`config.mk`:
```
export PLATFORM = sky130hd
export DESIGN_NAME = viu_core
export DESIGN_NICKNAME = d
export VERILOG_FILES = /design/src/viu_pkg.sv /design/src/viu_core.sv
export VERILOG_INCLUDE_DIRS = /design/src /design/src/src
export SDC_FILE = /design/constraint.sdc
export NUM_CORES = 1
export LEC_CHECK = 0
export ABC_AREA = 1
export CORE_ASPECT_RATIO = 0.8
export CORE_MARGIN = 4
export CORE_UTILIZATION = 50
export DETAILED_ROUTE_END_ITERATION = 10
export DONT_BUFFER_PORTS = 1
export PLACE_DENSITY = 0.73
export SYNTH_ARGS = -nofsm -noshare
export SYNTH_HDL_FRONTEND = slang
export SYNTH_SLANG_ARGS = --single-unit
export TNS_END_PERCENT = 30
```
`constraint.sdc`:
```
create_clock -name clk -period 1.7 [get_ports clk]
set_input_delay 0.34 -clock clk [delete_from_list [all_inputs] [get_ports clk]]
set_output_delay 0.34 -clock clk [all_outputs]
set_load 0.005 [all_outputs]
```
`src/viu_params.svh`:
```
// Offsets, field positions, reset values and timing counts of the vectored interrupt unit
`ifndef VIU_PARAMS_SVH
`define VIU_PARAMS_SVH
`define VIU_AW 4
`define VIU_DW 16
`define VIU_OFF_ENABLE 4'h0
`define VIU_OFF_PENDING 4'h1
`define VIU_OFF_CONDITION 4'h2
`define VIU_OFF_STATUS 4'h3
`define VIU_OFF_SERIAL 4'h4
`define VIU_OFF_EXTCFG 4'h5
`define VIU_OFF_CAP_A 4'h6
`define VIU_OFF_CAP_B 4'h7
`define VIU_OFF_CAP_C 4'h8
`define VIU_OFF_CAP_EXT 4'h9
`define VIU_OFF_COUNT 4'ha
`define VIU_OFF_COUNT2 4'hb
`define VIU_BIT_GIE 0
`define VIU_BIT_SAVED 0
`define VIU_BIT_RX_EN 0
`define VIU_BIT_TX_EN 1
`define VIU_NMI 1
`define VIU_EDGE_LO 2
`define VIU_EDGE_HI 4
`define VIU_TIMER 5
`define VIU_SERIAL 6
`define VIU_EXT 7
`define VIU_NSRC 8
`define VIU_VEC_TOP 16'hfffe
`define VIU_PUSH_STEP 16'h0002
`define VIU_DIV 16
`define VIU_DIV_W 4
`define VIU_EN_RST 8'h00
`define VIU_PEND_RST 8'h00
`define VIU_COND_RST 3'h0
`define VIU_EXTCFG_RST 2'h0
`define VIU_SERIAL_RST 2'h0
`define VIU_ZERO16 16'h0000
`endif

```
`src/viu_pkg.sv`:
```
// Types shared by the vectored interrupt unit
package viu_pkg;
  typedef enum logic [1:0] {VIU_RISE, VIU_FALL, VIU_HIGH, VIU_LOW} viu_ext_mode_t;
  typedef enum {VIU_S_IDLE, VIU_S_PUSH, VIU_S_FETCH, VIU_S_WAIT} viu_state_t;
  typedef struct packed {
    logic rd;
    logic wr;
    logic [15:0] addr;
    logic [15:0] wdata;
  } viu_mem_req_t;
  typedef struct packed {
    logic rd;
    logic wr;
    logic [3:0] addr;
    logic [15:0] wdata;
  } viu_reg_req_t;
endpackage

```
`src/viu_core.sv`:
```
// Vectored interrupt unit: pending flags, arbitration, entry sequence and input capture
//
// Operation
// - Eight sources, two-byte vectors from FFFE (rank 0) down to FFF0 (rank 7).
// - Simultaneous requests: lowest rank number served first; reset always wins.
// - Interrupts wait for instruction end; reset acts at once.
// - Reset and shared serial-vector pin are active-low level inputs.
// - Configurable pin triggers on rising, falling, high or low.
// - Non-maskable pin on rising edge; the three edge pins edge triggered.
// - Each of three edge pins has its own rising/falling select bit.
// - Serial vector uses pin when rx and tx enables clear, else serial events.
// - Reset and non-maskable ignore enables; others have own enable bits.
// - Maskable source requests only with its enable and global enable set.
// - One pending flag per vector, set even when disabled, no order kept.
// - Hardware clears maskable external pending flags after their service.
// - Non-maskable flag read-only; edge pin flags clear on zero, ignore one.
// - Acknowledge pushes program counter, stack pointer advances by two.
// - Acknowledge saves global enable in status word, then clears it.
// - After push, program counter loads from winning vector word.
// - Interrupt return restores enable if saved bit set; plain return only pops.
// - Reset floats ports A and B, drives port P low, fetches reset vector.
// - Three capture registers latch divide-by-16 counter on their pin edge.
// - Fourth capture latches second counter on configured event of configurable pin.
//
// The placing of the registers and the strobed register port were decided locally.
`timescale 1ns/10ps
`include "viu_params.svh"
module viu_core (
  input wire logic clk,
  input wire logic rstn,
  input wire viu_pkg::viu_reg_req_t reg_req,
  output logic [15:0] reg_rdata,
  input wire logic nonmaskable_pin,
  input wire logic edge_irq_pin_a,
  input wire logic edge_irq_pin_b,
  input wire logic edge_irq_pin_c,
  input wire logic configurable_irq_pin,
  input wire logic shared_serial_vector_pin,
  input wire logic timer_overflow,
  input wire logic serial_rx_done,
  input wire logic serial_tx_done,
  input wire logic instr_done,
  input wire logic irq_return_instr,
  input wire logic plain_return_instr,
  input wire logic [15:0] core_pc,
  input wire logic [15:0] core_sp,
  output viu_pkg::viu_mem_req_t mem_req,
  input wire logic [15:0] mem_rdata,
  output logic pc_load,
  output logic [15:0] pc_next,
  output logic sp_load,
  output logic [15:0] sp_next,
  output logic entry_busy,
  output logic port_ab_oe,
  output logic port_p_release
);
  logic [5:0] pin_meta;
  logic [5:0] pin_sync;
  logic [5:0] pin_prev;
  logic [7:0] irq_enable_reg;
  logic [7:0] irq_pending_reg;
  logic [2:0] irq_condition_reg;
  logic saved_global_enable;
  logic [1:0] serial_irq_clock_reg;
  viu_pkg::viu_ext_mode_t ext_capture_config;
  logic [15:0] capture_reg_a;
  logic [15:0] capture_reg_b;
  logic [15:0] capture_reg_c;
  logic [15:0] ext_capture_reg;
  logic [15:0] free_run_counter;
  logic [15:0] second_free_run_counter;
  logic [`VIU_DIV_W-1:0] prescale;
  viu_pkg::viu_state_t state;
  logic reset_entry;
  logic [2:0] win_rank;
  logic [7:0] set_evt;
  logic [7:0] hw_clr;
  logic [7:0] req;
  logic [2:0] rise;
  logic [2:0] fall;
  logic [2:0] edge_hit;
  logic nmi_rise;
  logic ext_rise;
  logic ext_fall;
  logic ext_evt;
  logic ext_cap_evt;
  logic serial_ext_sel;
  logic take;
  logic [2:0] take_rank;
  logic global_irq_enable;
  logic en_wr;
  logic pend_wr;
  logic tick;

  // Vector word address of a rank
  function automatic logic [15:0] viu_vector(input logic [2:0] rank);
    viu_vector = `VIU_VEC_TOP - {12'h000, rank, 1'b0};
  endfunction

  // Lowest set index wins
  function automatic logic [2:0] viu_first(input logic [7:0] r);
    viu_first = 3'h7;
    for (int i = `VIU_NSRC - 1; i >= 0; i--)
    begin
      if (r[i])
        viu_first = 3'(i);
    end
  endfunction

  // Pin order: 0 nmi, 1..3 edge a..c, 4 configurable, 5 shared serial vector
  always_ff @(posedge clk or negedge rstn)
  begin
    if (!rstn)
    begin
      pin_meta <= 6'h20;
      pin_sync <= 6'h20;
      pin_prev <= 6'h20;
    end
    else
    begin
      pin_meta <= {shared_serial_vector_pin, configurable_irq_pin, edge_irq_pin_c,
                   edge_irq_pin_b, edge_irq_pin_a, nonmaskable_pin};
      pin_sync <= pin_meta;
      pin_prev <= pin_sync;
    end
  end

  assign nmi_rise = pin_sync[0] & ~pin_prev[0];
  assign ext_rise = pin_sync[4] & ~pin_prev[4];
  assign ext_fall = ~pin_sync[4] & pin_prev[4];

  genvar g;
  generate
    for (g = 0; g < 3; g++)
    begin : gen_edge
      assign rise[g] = pin_sync[g+1] & ~pin_prev[g+1];
      assign fall[g] = ~pin_sync[g+1] & pin_prev[g+1];
      assign edge_hit[g] = irq_condition_reg[g] ? rise[g] : fall[g];
    end
  endgenerate

  always_comb
  begin
    case (ext_capture_config)
      viu_pkg::VIU_RISE:
      begin
        ext_evt = ext_rise;
        ext_cap_evt = ext_rise;
      end
      viu_pkg::VIU_FALL:
      begin
        ext_evt = ext_fall;
        ext_cap_evt = ext_fall;
      end
      viu_pkg::VIU_HIGH:
      begin
        ext_evt = pin_sync[4];
        ext_cap_evt = ext_rise;
      end
      default:
      begin
        ext_evt = ~pin_sync[4];
        ext_cap_evt = ext_fall;
      end
    endcase
  end

  // Pin wins once both serial interrupt enables are off
  assign serial_ext_sel = ~serial_irq_clock_reg[`VIU_BIT_RX_EN] & ~serial_irq_clock_reg[`VIU_BIT_TX_EN];

  always_comb
  begin
    set_evt = 8'h00;
    set_evt[`VIU_NMI] = nmi_rise;
    set_evt[`VIU_EDGE_HI:`VIU_EDGE_LO] = edge_hit;
    set_evt[`VIU_TIMER] = timer_overflow;
    set_evt[`VIU_SERIAL] = serial_ext_sel ? ~pin_sync[5] : (serial_rx_done | serial_tx_done);
    set_evt[`VIU_EXT] = ext_evt;
  end

  assign global_irq_enable = irq_enable_reg[`VIU_BIT_GIE];
  always_comb
  begin
    req = irq_pending_reg & irq_enable_reg & {8{global_irq_enable}};
    req[0] = 1'b0;
    req[`VIU_NMI] = irq_pending_reg[`VIU_NMI];
  end

  assign take_rank = viu_first(req);
  // Only an instruction boundary lets a request in; reset enters via the sequencer directly
  assign take = (state == viu_pkg::VIU_S_IDLE) & ~reset_entry & instr_done & (|req);

  always_comb
  begin
    hw_clr = 8'h00;
    if (take)
    begin
      hw_clr[take_rank] = (take_rank == 3'(`VIU_NMI)) || (take_rank >= 3'(`VIU_EDGE_LO) && take_rank <= 3'(`VIU_EDGE_HI))
                          || (take_rank == 3'(`VIU_EXT)) || (take_rank == 3'(`VIU_SERIAL) && serial_ext_sel);
    end
  end

  assign en_wr = reg_req.wr && reg_req.addr == `VIU_OFF_ENABLE;
  assign pend_wr = reg_req.wr && reg_req.addr == `VIU_OFF_PENDING;

  always_ff @(posedge clk or negedge rstn)
  begin
    if (!rstn)
      irq_pending_reg <= `VIU_PEND_RST;
    else
    begin
      // Set is applied last, so an event in the clearing cycle is kept
      irq_pending_reg[0] <= 1'b0;
      irq_pending_reg[`VIU_NMI] <= (irq_pending_reg[`VIU_NMI] & ~hw_clr[`VIU_NMI]) | set_evt[`VIU_NMI];
      for (int i = `VIU_EDGE_LO; i < `VIU_NSRC; i++)
      begin
        if (pend_wr && i <= `VIU_EDGE_HI)
          irq_pending_reg[i] <= (irq_pending_reg[i] & reg_req.wdata[i] & ~hw_clr[i]) | set_evt[i];
        else if (pend_wr)
          irq_pending_reg[i] <= (reg_req.wdata[i] & ~hw_clr[i]) | set_evt[i];
        else
          irq_pending_reg[i] <= (irq_pending_reg[i] & ~hw_clr[i]) | set_evt[i];
      end
    end
  end

  always_ff @(posedge clk or negedge rstn)
  begin
    if (!rstn)
    begin
      irq_enable_reg <= `VIU_EN_RST;
      saved_global_enable <= 1'b0;
    end
    else
    begin
      if (take)
      begin
        saved_global_enable <= global_irq_enable;
        irq_enable_reg <= {irq_enable_reg[7:2], 1'b0, 1'b0};
      end
      else
      begin
        if (reg_req.wr && reg_req.addr == `VIU_OFF_STATUS)
          saved_global_enable <= reg_req.wdata[`VIU_BIT_SAVED];
        if (en_wr)
          irq_enable_reg <= {reg_req.wdata[7:2], 1'b0, reg_req.wdata[`VIU_BIT_GIE]};
        else if (irq_return_instr && saved_global_enable)
          irq_enable_reg[`VIU_BIT_GIE] <= 1'b1;
      end
    end
  end

  always_ff @(posedge clk or negedge rstn)
  begin
    if (!rstn)
    begin
      irq_condition_reg <= `VIU_COND_RST;
      serial_irq_clock_reg <= `VIU_SERIAL_RST;
      ext_capture_config <= viu_pkg::VIU_RISE;
    end
    else if (reg_req.wr)
    begin
      if (reg_req.addr == `VIU_OFF_CONDITION)
        irq_condition_reg <= reg_req.wdata[2:0];
      if (reg_req.addr == `VIU_OFF_SERIAL)
        serial_irq_clock_reg <= reg_req.wdata[1:0];
      if (reg_req.addr == `VIU_OFF_EXTCFG)
        ext_capture_config <= viu_pkg::viu_ext_mode_t'(reg_req.wdata[1:0]);
    end
  end

  // Both counters share one prescaler so they stay identical
  assign tick = prescale == `VIU_DIV_W'(`VIU_DIV - 1);
  always_ff @(posedge clk or negedge rstn)
  begin
    if (!rstn)
    begin
      prescale <= '0;
      free_run_counter <= `VIU_ZERO16;
      second_free_run_counter <= `VIU_ZERO16;
    end
    else
    begin
      prescale <= prescale + 1'b1;
      if (tick)
      begin
        free_run_counter <= free_run_counter + 16'h0001;
        second_free_run_counter <= second_free_run_counter + 16'h0001;
      end
    end
  end

  always_ff @(posedge clk or negedge rstn)
  begin
    if (!rstn)
    begin
      capture_reg_a <= `VIU_ZERO16;
      capture_reg_b <= `VIU_ZERO16;
      capture_reg_c <= `VIU_ZERO16;
      ext_capture_reg <= `VIU_ZERO16;
    end
    else
    begin
      if (edge_hit[0])
        capture_reg_a <= free_run_counter;
      if (edge_hit[1])
        capture_reg_b <= free_run_counter;
      if (edge_hit[2])
        capture_reg_c <= free_run_counter;
      if (ext_cap_evt)
        ext_capture_reg <= second_free_run_counter;
    end
  end

  // Entry sequence; reset starts at the vector fetch with no push
  always_ff @(posedge clk or negedge rstn)
  begin
    if (!rstn)
    begin
      state <= viu_pkg::VIU_S_FETCH;
      reset_entry <= 1'b1;
      win_rank <= 3'h0;
      mem_req <= '0;
      pc_load <= 1'b0;
      pc_next <= `VIU_ZERO16;
      sp_load <= 1'b0;
      sp_next <= `VIU_ZERO16;
      entry_busy <= 1'b1;
    end
    else
    begin
      mem_req <= '0;
      pc_load <= 1'b0;
      sp_load <= 1'b0;
      case (state)
        viu_pkg::VIU_S_IDLE:
        begin
          entry_busy <= take;
          if (take)
          begin
            win_rank <= take_rank;
            state <= viu_pkg::VIU_S_PUSH;
          end
        end
        viu_pkg::VIU_S_PUSH:
        begin
          mem_req <= '{rd: 1'b0, wr: 1'b1, addr: core_sp, wdata: core_pc};
          sp_next <= core_sp + `VIU_PUSH_STEP;
          sp_load <= 1'b1;
          state <= viu_pkg::VIU_S_FETCH;
        end
        viu_pkg::VIU_S_FETCH:
        begin
          mem_req <= '{rd: 1'b1, wr: 1'b0, addr: viu_vector(win_rank), wdata: `VIU_ZERO16};
          state <= viu_pkg::VIU_S_WAIT;
        end
        viu_pkg::VIU_S_WAIT:
        begin
          pc_next <= mem_rdata;
          pc_load <= 1'b1;
          reset_entry <= 1'b0;
          entry_busy <= 1'b0;
          state <= viu_pkg::VIU_S_IDLE;
        end
        default:
          state <= viu_pkg::VIU_S_IDLE;
      endcase
    end
  end

  // Ports stay floated and port P low until the reset vector is loaded
  always_ff @(posedge clk or negedge rstn)
  begin
    if (!rstn)
    begin
      port_ab_oe <= 1'b0;
      port_p_release <= 1'b0;
    end
    else if (reset_entry && state == viu_pkg::VIU_S_WAIT)
    begin
      port_ab_oe <= 1'b1;
      port_p_release <= 1'b1;
    end
  end

  always_ff @(posedge clk or negedge rstn)
  begin
    if (!rstn)
      reg_rdata <= `VIU_ZERO16;
    else if (reg_req.rd)
    begin
      case (reg_req.addr)
        `VIU_OFF_ENABLE: reg_rdata <= {8'h00, irq_enable_reg};
        `VIU_OFF_PENDING: reg_rdata <= {8'h00, irq_pending_reg};
        `VIU_OFF_CONDITION: reg_rdata <= {13'h0000, irq_condition_reg};
        `VIU_OFF_STATUS: reg_rdata <= {15'h0000, saved_global_enable};
        `VIU_OFF_SERIAL: reg_rdata <= {14'h0000, serial_irq_clock_reg};
        `VIU_OFF_EXTCFG: reg_rdata <= {14'h0000, ext_capture_config};
        `VIU_OFF_CAP_A: reg_rdata <= capture_reg_a;
        `VIU_OFF_CAP_B: reg_rdata <= capture_reg_b;
        `VIU_OFF_CAP_C: reg_rdata <= capture_reg_c;
        `VIU_OFF_CAP_EXT: reg_rdata <= ext_capture_reg;
        `VIU_OFF_COUNT: reg_rdata <= free_run_counter;
        `VIU_OFF_COUNT2: reg_rdata <= second_free_run_counter;
        default: reg_rdata <= `VIU_ZERO16;
      endcase
    end
    else
      reg_rdata <= `VIU_ZERO16;
  end
endmodule

```
# Word level (Yosys, flattened, before mapping)
# Index checks and enable logic that the tools add are counted.
[totals]
register_bits = 262
wordCells = 191
out_inout_bits = 87
[op_classes]
mux = 35
addsub = 5
bitwise = 67
n_eq_ne = 22
n_reduce_logical = 26
order_cmp = 4
[ops]
columns = ["op", "n"]
rows = [
  ["one-hot mux 16 bit (12 select lines)", 1],
  ["one-hot mux 32 bit (3 select lines)", 1],
  ["one-hot mux 34 bit (2 select lines)", 1],
  ["equality test 32 x 2 -> 1 bit, second input constant", 2],
  ["logical NOT 32 bit", 2],
  ["adder 16 x 1 -> 16 bit, second input constant", 2],
  ["equality test 32 x 1 -> 1 bit, second input constant", 1],
  ["equality test 32 x 3 -> 1 bit, second input constant", 1],
  ["2-to-1 mux 32 bit", 1],
  ["bitwise AND 1 bit", 29],
  ["bitwise AND 8 bit", 3],
  ["NOT 1 bit", 21],
  ["equality test 4 bit, second input constant", 5],
  ["2-to-1 mux 1 bit", 20],
  ["adder 16 x 2 -> 16 bit, second input constant", 1],
  ["equality test 4 x 3 -> 1 bit, second input constant", 4],
  ["2-to-1 mux 16 bit", 1],
  ["2-to-1 mux 3 bit", 5],
  ["bitwise OR 1 bit", 14],
  ["AND reduction 2 bit", 5],
  ["equality test 4 x 2 -> 1 bit, second input constant", 2],
  ["logical AND 1 bit", 8],
  ["2-to-1 mux 8 bit", 1],
  ["OR reduction 7 bit", 1],
  ["22 further kinds", 27],
]

# Longest topological paths before layout
# Gate-level depths: netlist of run 1.
[depth]
depth_word = 19
depth_mapped = 11
ltp_nobuf = 11

# Least setup slack after synthesis of run 1
# No wires, ideal clock.
[synth_path]
path_type = "register -> register"
start = "register state[1]"
end = "register pc_next[10]"
arrival_time_ns = 1.511
path_slack_ns = 0.072
required_time_ns = 1.583
path_stages_with_launch = 7
setup_time_ns = 0.117
path_cell_list = "dfstp_2 -> ha_1 -> clkbuf_1 -> clkinv_1 -> clkbuf_1 -> nand2_1 -> nand2_1"
[synth_via]
elab_chain_len = 1
[synth_lines]
columns = ["item", "line", "rtl"]
rows = [
  ["from (decl)", "viu_core.sv:73", "viu_pkg::viu_state_t state;"],
  ["from (signal assigned)", "viu_core.sv:320", "state <= viu_pkg::VIU_S_FETCH;"],
  ["from (signal assigned)", "viu_core.sv:342", "state <= viu_pkg::VIU_S_PUSH;"],
  ["from (signal assigned)", "viu_core.sv:350", "state <= viu_pkg::VIU_S_FETCH;"],
  ["equality test 32 x 2 -> 1 bit", "viu_core.sv:335", "case (state)"],
  ["to (signal assigned)", "viu_core.sv:325", "pc_next <= `VIU_ZERO16;"],
  ["to (signal assigned)", "viu_core.sv:359", "pc_next <= mem_rdata;"],
  ["to (decl)", "viu_core.sv:50", "output logic [15:0] pc_next,"],
]
# No other way between the ends.
# A chain may end at the register's enable or synchronous reset.

# Final worst setup path of run 1
[layout_path]
start = "register prescale[0]"
end = "register free_run_counter[15]"
[layout_via]
elab_chain_len = 1
[layout_lines]
columns = ["item", "line", "rtl"]
rows = [
  ["from (decl)", "viu_core.sv:72", "logic [`VIU_DIV_W-1:0] prescale;"],
  ["from (signal assigned)", "viu_core.sv:284", "prescale <= prescale + 1'b1;"],
  ["equality test 4 bit", "viu_core.sv:273", "assign tick = prescale == `VIU_DIV_W'(`VIU_DIV - 1);"],
  ["to (signal assigned)", "viu_core.sv:279", "free_run_counter <= `VIU_ZERO16;"],
  ["to (signal assigned)", "viu_core.sv:287", "free_run_counter <= free_run_counter + 16'h0001;"],
  ["to (decl)", "viu_core.sv:70", "logic [15:0] free_run_counter;"],
]
# No other way between the ends.

==> results.md, run 1 <==
- Status: complete, but fails checks
- Failing checks: negative hold slack
- Post-synth top flop: dfrtp_1
- Reg2reg setup slack: 0.02 ns
- Rows: 46
- RR Startpoint: prescale[0]
- Root Driver: clkbuf_16
- Max reg flops: 34
- GR Util All Layers: 0.222
- # port buffers: 0
- Top cell type's share of synthesized area: 0.561
- Placed cell areas: approximately 11000 um^2
- CTS max path bufs: 3
- CTS tree: built
- #FFs+latches synth: 230
- Total iterations of the first detailed-routing run: 7
- Most frequent cell after synthesis: nand2_1
- Total nets after synthesis: ~1200
- Wire per inst: 16.6 um
- CTS H-tree depth: 1
- Layout area overhead: 20.3%
- Peak VDD IR: 0.727 mV
- Antenna cells: 0
- Number of global-route vias before repair: 7727
- Largest net degree at the start of global routing: around 230
- CP required: around 2.1 ns
- Post-synth EDFFs: 0
- I/O Pins: ~170
- Synth area leaders: dfrtp_1 56%, nand2_1 11%, inv_1 6.3%, o21ai_0 5.5%, nand3_1 3.0%
- CP endpoint kind: flip-flop
- Clock latency at the later pin of the worst-skew pair: roughly 0.51 ns
- Mapped Cells: 1139
- Yosys cell types: 37
- Most flops, register: mem_req
- First-pass GRT wire length: 40800 um
- Via count: 7989
- Share of cells above drive strength 1: 0.105
- Period utilization: 0.989
- Post-Place Cells: 1404
- Max-cap check violation count: 0
- Hold_ws: -0.456 ns
- Setup TNS Final: 0 ns
- Initial antenna violation count: 0
- Die Span Y: 135 um
- DRC: 0
- GPL Wtd Cong: approximately 0.84
- Sequential-to-total area share from yosys stat: 0.574
- Critical-path maximum fanout: 6
- Overall power: around 15000 uW
- Starting Density: 0.507
- RR Endpoint: free_run_counter[15]
- Final Critical Period: 1.68 ns
- Max Slew Vio Count: 0
- Worst-margin pin slew: 0.608 ns
- F_max: 595 MHz
- Worst-path clk slew: about 0.06 ns
- Routed WL: between 20000 and 30000 um
- CTS Buf Count: 25
- Mapped cell area: approximately 10000 um^2
- Die ar.: about 22000 um^2
- # nets final: 1328
- DP HPWL: roughly 16000 um
- Die Wd: 166 um
- Vias per Instance: 5.27
- Synth Warn #: 0
- Rel. slew slack: 0.594
- Clock sink count: 230
- Dominant cell type by area after synthesis: dfrtp_1
- Pwr Density: 1270 nW/um^2
- Post-Layout Cell Count: 1517
- Cell area after layout: 12100 um^2
- RSZ-0062 raised after global routing: yes
- Final Hold Viols: 230
- GRT overflow: 0
- Async set-reset flop share out of synthesis: 1.00
- CP Class: flip-flop to flip-flop
- Iter 0 DRT Violations: 675
- Hold crit path type: input port to async pin
- Synth Area per Inst: ~9 um^2
- Top cells by count, synth: 302 x nand2_1, 225 x dfrtp_1, 168 x inv_1, 110 x o21ai_0, 60 x nand3_1
- DRT antenna net count: 0
- Skew final: 0.0100 ns
- Static Leak: 0.00591 uW
- Final setup violation count: 0
- Worst endpoint data arrival time: 2.07 ns
- Core footprint: about 20000 um^2
- Hold Buf Count CTS: 60
- Startpoint Class: flip-flop
- Register-to-Register Path Depth: 10
worst max-delay path, cell delays in order, from the launching register on:
cell and delay (ns):
dfrtp_1 0.41, ha_4 0.17, nand3_4 0.16, nor2_4 0.14
nand2_2 0.09, nor2_4 0.15, nand2_4 0.08, nor2_4 0.19
nand2_1 0.08, nand2_1 0.06, nand2_1 0.05
cells by family (layout without fill, tap and decap cells):
kind of cell / count (synthesis) / count (layout) / synth area share
XOR/XNOR: 27 / 27 / 0.0236
AO/OA/AOI/OAI: 191 / 191 / 0.105
adder cells (fa/ha/maj): 9 / 9 / 0.0112
flip-flops: 230 / 230 / 0.574
buffers and inverters: 215 / 329 / 0.0845
AND/OR/NAND/NOR: 466 / 466 / 0.201
multiplexers: 1 / 1 / 0.00112
per-stage QoR:
stage                     utilization  worst slack (ns)
final                           0.610            0.0186
after global routing            0.610           -0.0762
after CTS                       0.605           -0.0126
after detailed placement        0.533          -0.00294
after global placement          0.533            0.0685
after floorplan                     -            0.0718
area by class of cell:
type,instances,area (um^2)
timing repair buffer,108,1020
clock inverter,6,82.6
tap,264,330
clock buffer,39,718
sequential,230,5760
multi-input combinational,694,3490
fill,1635,7730
inverter,176,664
what timing repair did:
action	4_1_cts	5_1_grt
setup buffers	2	6
gates resized for setup	2	15
pin swaps	1	8
hold endpoints to repair	299	230
setup endpoints to repair	3	19
cells in the final DEF, fill, tap and decap left out, drive strengths merged, types with 9 or more instances in the layout:
master,n
clkbuf,39
inv,173
a21oi,26
nand2,312
xor2,25
nor2,64
ha,9
nor3,18
o21ai,110
o22ai,38
dfrtp,225
dlygate4sd3,60
nand3,61
buf,48
worst max path at each step:
stage | startpoint | end | slack, ns
after detailed placement | prescale[0] | free_run_counter[15] | -0.003
after global placement | prescale[0] | free_run_counter[13] | 0.07
final | prescale[0] | free_run_counter[15] | 0.02
after global routing | prescale[0] | free_run_counter[13] | -0.08
after CTS | prescale[0] | free_run_counter[15] | -0.01
after floorplan | state[1] | pc_next[10] | 0.07
where the power goes:
group          switching, uW  leakage, uW  internal (uW)
Sequential               681      0.00298           6430
Combinational           1850      0.00254           1140
Clock                   2080     0.000389           3190
Total                   4610      0.00591          10800
metal layers:
layer | track usage | wire, um | part of all wire | vias to the layer above
li1 | - | - | - | 3804
met1 | 0.309 | 10800 | 0.43 | 3772
met2 | 0.354 | 11600 | 0.46 | 356
met3 | 0.0521 | 2050 | 0.081 | 57
met4 | 0.0613 | 716 | 0.028 | 0
met5 | 0 | 0 | 0 | -
No activity file was read; power rests on OpenSTA's default activity.
==> run 2: changes to the inputs <==
CTS_CLUSTER_DIAMETER = 120   (was unset)
REMOVE_ABC_BUFFERS = 1   (was unset)
==> results.md, run 2 (synthesis gave the netlist of run 1 again) <==
- Most flops, register: mem_req
- CTS max path bufs: 3
- GRT overflow: 0
- Die Wd: 166 um
- Max Slew Vio Count: 0
- F_max: slightly above 600 MHz
- Period utilization: 0.958
- Cell area after layout: 12200 um^2
- # port buffers: 0
- Reg2reg setup slack: 0.07 ns
- Largest net degree at the start of global routing: 231
- Static Leak: between 0.006 and 0.007 uW
- Final setup violation count: 0
- CP required: about 2.1 ns
- # fillers: 1613
- Critical-path maximum fanout: 6
- Area of the multi-input gates: roughly 3500 um^2
- Skew final: 0.00747 ns
- Iter 0 DRT Violations: around 830
- Hold Buf Count CTS: 64
- Post-Layout Cell Count: 1526
- Wire per inst: 16.7 um
- Clock latency at the later pin of the worst-skew pair: ~0.52 ns
- Worst endpoint data arrival time: 2.04 ns
- Commonest non-fill, non-tap cells in the layout: 302 x nand2_1, 224 x dfrtp_1, 167 x inv_1
- Startpoint Class: flip-flop
- GPL Wtd Cong: 0.890
- Total iterations of the first detailed-routing run: 6
- Final Hold Viols: 230
- Register-to-Register Path Depth: 10
- Sequential cell area: roughly 5800 um^2
- RR Startpoint: prescale[1]
- # nets final: 1337
- CP endpoint kind: flip-flop
- Vias per Instance: 5.31
- GR Util All Layers: 0.226
- CTS Buf Count: 24
- Worst-path clk slew: 0.07 ns
- Status: complete, but fails checks
- First-pass GRT wire length: 41500 um
- CP Class: flip-flop to flip-flop
- Hold crit path type: input port to async pin
- Placed cell areas: 10600 um^2
- CTS H-tree depth: 1
- Antenna cells: 0
- Clock sink count: 230
- Share of cells above drive strength 1: 0.113
- Routed WL: roughly 25000 um
- CTS tree: built
- Via count: 8109
- Initial antenna violation count: 0
- Core footprint: around 20000 um^2
- Die ar.: 22400 um^2
- Root Driver: clkbuf_16
- Peak VDD IR: 1.06 mV
- Max reg flops: 34
- Rel. slew slack: 0.605
- Hold_ws: -0.474 ns
- Worst-margin pin slew: 0.593 ns
- RR Endpoint: free_run_counter[13]
- Max-cap check violation count: 0
- DP HPWL: 16400 um
- Rows: 46
- Commonest non-fill, non-tap cell in the layout: nand2_1
- DRT antenna net count: 0
- I/O Pins: 171
- Die Span Y: 135 um
- Starting Density: 0.507
- Pwr Density: between 1000 and 1500 nW/um^2
- Post-Place Cells: 1409
- Failing checks: negative hold slack
- Layout area overhead: 21.9%
- RSZ-0062 raised after global routing: yes
- Final Critical Period: 1.63 ns
- DRC: 0
- Number of global-route vias before repair: between 7000 and 8000
==> run 2: changes by cell type in the layout (fill, tap and decap cells not counted), sizes merged <==
cell         previous run  this run
clkinv                  5         6
bufinv                  2         4
buf                    48        54
clkbuf                 39        35
dlygate4sd3            60        64
==> run 2: how the worst max path moves through the flow <==
stage	slack (ns)	from	cells after the start	end
after floorplan	-0.64	state[1]	7	sp_next[4]
after global placement	0.06	reg_req[17]	8	reg_rdata[4]
after detailed placement	0.04	prescale[1]	10	free_run_counter[15]
after CTS	0.03	prescale[1]	10	free_run_counter[13]
after global routing	-0.08	prescale[1]	10	second_free_run_counter[15]
final	0.07	prescale[1]	10	free_run_counter[13]
==> run 2: per-stage QoR <==
stage / total power, uW / hold WS (ns) / TNS [ns] / util / setup WS (ns)
finish: 16100 / -0.474 / 0 / 0.618 / 0.0713
global route: 16800 / -0.500 / -0.290 / 0.618 / -0.0802
CTS: 16000 / -0.500 / 0 / 0.612 / 0.0267
detailed placement: 10100 / 0.0501 / 0 / 0.535 / 0.0448
global placement: 9960 / 0.0497 / 0 / 0.535 / 0.0561
floorplan: 8870 / 0.0444 / -7.08 / - / -0.642
==> run 2: timing repair <==
action / CTS / global route
hold endpoints to repair: 304 / 230
endpoints found under the setup margin: 0 / 18
resized for setup: 0 / 14
setup buffers: 0 / 9
==> run 2: layout make-up <==
class | instances | area share
multi-input combinational | 694 | 0.284
sequential | 230 | 0.471
timing repair buffer | 118 | 0.0916
tap | 264 | 0.0270
clock buffer | 35 | 0.0599
clock inverter | 9 | 0.0124
inverter | 176 | 0.0543
==> run 2: worst max-delay path, stage by stage (launching register included) <==
cell and delay, ns:
dfrtp_1 0.39, ha_4 0.17, nand3_4 0.16, nor2_4 0.14, nand2_2 0.09, nor2_4 0.13, nand2_4 0.07, nor2_4 0.18
nand2_1 0.07, nand2_1 0.06, nand2_1 0.04
==> run 2: power breakdown <==
group          internal, uW  switching [uW]
Sequential             6420             690
Clock                  3600            2180
Combinational          1230            1930
==> run 2: metal layers <==
layer / share of wire / GRT usage / vias up
met1: 0.44 / 0.330 / 3908
met4: 0.028 / 0.0709 / 0
met5: 0 / 0 / -
met3: 0.075 / 0.0398 / 65
met2: 0.46 / 0.349 / 328
li1: - / - / 3808
==> run 3: changes to the inputs <==
CORE_ASPECT_RATIO = 1.5   (was 0.8)
MAX_ROUTING_LAYER = met4   (was unset)
==> results.md, run 3 (synthesis gave the netlist of run 1 again) <==
- Status: complete, but fails checks
- Failing checks: negative hold slack
- Fin util: 0.610
- Die Wd: around 120 um
- CTS H-tree depth: 1
- Total iterations of the first detailed-routing run: 5
- Rows: 63
- Worst Setup SP: prescale[1]
- CP required: ~2.1 ns
- CTS max path bufs: 3
- Starting Density: 0.507
- CP endpoint kind: flip-flop
- F_max: roughly 630 MHz
- Worst endpoint data arrival time: approximately 2 ns
- Crit path max-delay family: simple AND/OR/NAND/NOR gates
- Final Critical Period: 1.60 ns
- Die Span Y: 182 um
- Critical path, cell by cell: ha_4, nand3_4, nor2_4, nand2_2, nor2_4, nand2_2, nor2_4, nand2_1, nand2_1, nand2_1
- Placed cell areas: 10600 um^2
- Initial antenna violation count: 2
- DP HPWL: 16900 um
- Largest net degree at the start of global routing: 231
- Vias per Instance: 5.31
- Reg2reg setup slack: 0.10 ns
- Hold_ws: -0.483 ns
- Peak VDD IR: 1.12 mV
- Commonest non-fill, non-tap cells in the layout: 302 x nand2_1, 224 x dfrtp_1, 166 x inv_1
- Root Driver: clkbuf_16
- Slowest-stage cell, CP: dfrtp_1
- Most flops, register: mem_req
- Critical-path maximum fanout: 6
- CP Class: flip-flop to flip-flop
- Period utilization: 0.941
- Commonest non-fill, non-tap cell in the layout: nand2_1
- I/O Pins: around 170
- Register-to-Register Path Depth: 10
- GR Util All Layers: 0.240
- Die ar.: 22500 um^2
- Iter 0 DRT Violations: 700
- Core footprint: 19800 um^2
- Hold Buf Count CTS: 64
- Max Slew Vio Count: 0
- Final worst slack: 0.101 ns
- Rel. slew slack: 0.509
- Share of cells above drive strength 1: 0.107
- Static Leak: 0.00593 uW
- DRT antenna net count: 0
- RR Endpoint: free_run_counter[15]
- Worst-margin pin slew: 0.736 ns
- Worst-path clk slew: 0.06 ns
- Max-cap check violation count: 0
- GPL Wtd Cong: 0.926
- Pwr Density: 1260 nW/um^2
- CTS tree: built
- Clock sink count: 230
- Setup WS pre-CTS: approximately 0.0087 ns
- CP peak stage delay: 0.39 ns
- Startpoint Class: flip-flop
- GRT overflow: 0
- DRC: 0
- RR Startpoint: prescale[1]
- Clock latency at the later pin of the worst-skew pair: 0.53 ns
- CTS Buf Count: 23
- Routed WL: around 25000 um
- RSZ-0062 raised after global routing: yes
- Final setup violation count: 0
- Overall power: 15100 uW
- Max reg flops: 34
- Final Hold Viols: 225
- Cell area after layout: 12100 um^2
- # nets final: 1330
- Layout area overhead: 20.2%
- Hold crit path type: input port to async pin
- First-pass GRT wire length: 41900 um
- Number of global-route vias before repair: 8413
- Skew final: roughly 0.016 ns
- # port buffers: 0
- Wire per inst: around 17 um
- CP bufs+invs: 0
- Via count: between 8000 and 9000
[run 3: cell count changes in the layout (fill, tap and decap cells not counted), moves of 2 or more]
cell       change
buf_4          -7
clkinv_2       +6
bufinv_16      -3
clkbuf_16      -2
clkbuf_8       -2
diode_2        +2
ha_2           -2
nor2_1         +2
nor2_2         -2
[run 3: worst reg2reg max path, cell delays in order (launching register included)]
cell and delay (ns):
dfrtp_1 0.39, ha_4 0.17, nand3_4 0.15, nor2_4 0.14, nand2_2 0.09, nor2_4 0.12
nand2_2 0.09, nor2_4 0.15, nand2_1 0.07, nand2_1 0.06, nand2_1 0.05
[run 3: how the worst max path moves through the flow]
stage | to | slack (ns) | cells past startpoint
final | free_run_counter[15] | 0.10 | 10
after global routing | second_free_run_counter[13] | -0.03 | 10
after CTS | free_run_counter[15] | 0.02 | 10
after detailed placement | free_run_counter[15] | 0.009 | 10
after global placement | sp_next[12] | 0.05 | 7
after floorplan | sp_next[4] | -0.64 | 7
[run 3: power breakdown]
group / switching [uW] / internal, uW / total [uW]
registers: 732 / 6420 / 7150
clock network: 2170 / 2890 / 5060
logic: 1860 / 1070 / 2940
total: 4760 / 10400 / 15100
[run 3: area by class of cell]
cell class,instances,area [um^2]
clock buffers,31,656
clock inverters,11,101
fillers,1635,7720
multi-input cells,695,3490
flip-flops and latches,230,5760
repair buffers,111,1060
inverters,176,666
well taps,260,325
diodes,2,5.00
[run 3: metrics by stage]
step                cells  TNS [ns]
CTS                  1508         0
global placement     1402         0
global route         1516   -0.0672
floorplan            1100     -7.08
finish               1516         0
detailed placement   1402         0
[run 3: timing repair]
item / CTS / global route
cloned: 0 / 1
setup buffers: 0 / 5
pin swaps: 0 / 6
endpoints found under the hold margin: 306 / 230
gates resized for setup: 2 / 14
setup endpoints to repair: 3 / 24
[run 3: per-layer routing]
metal,routed length [um],GRT usage,vias to the layer above
li1,-,-,3805
met1,9460,0.281,3863
met2,13300,0.399,283
met3,1380,0.0365,98
met4,1280,0.115,0
met5,0,-,-
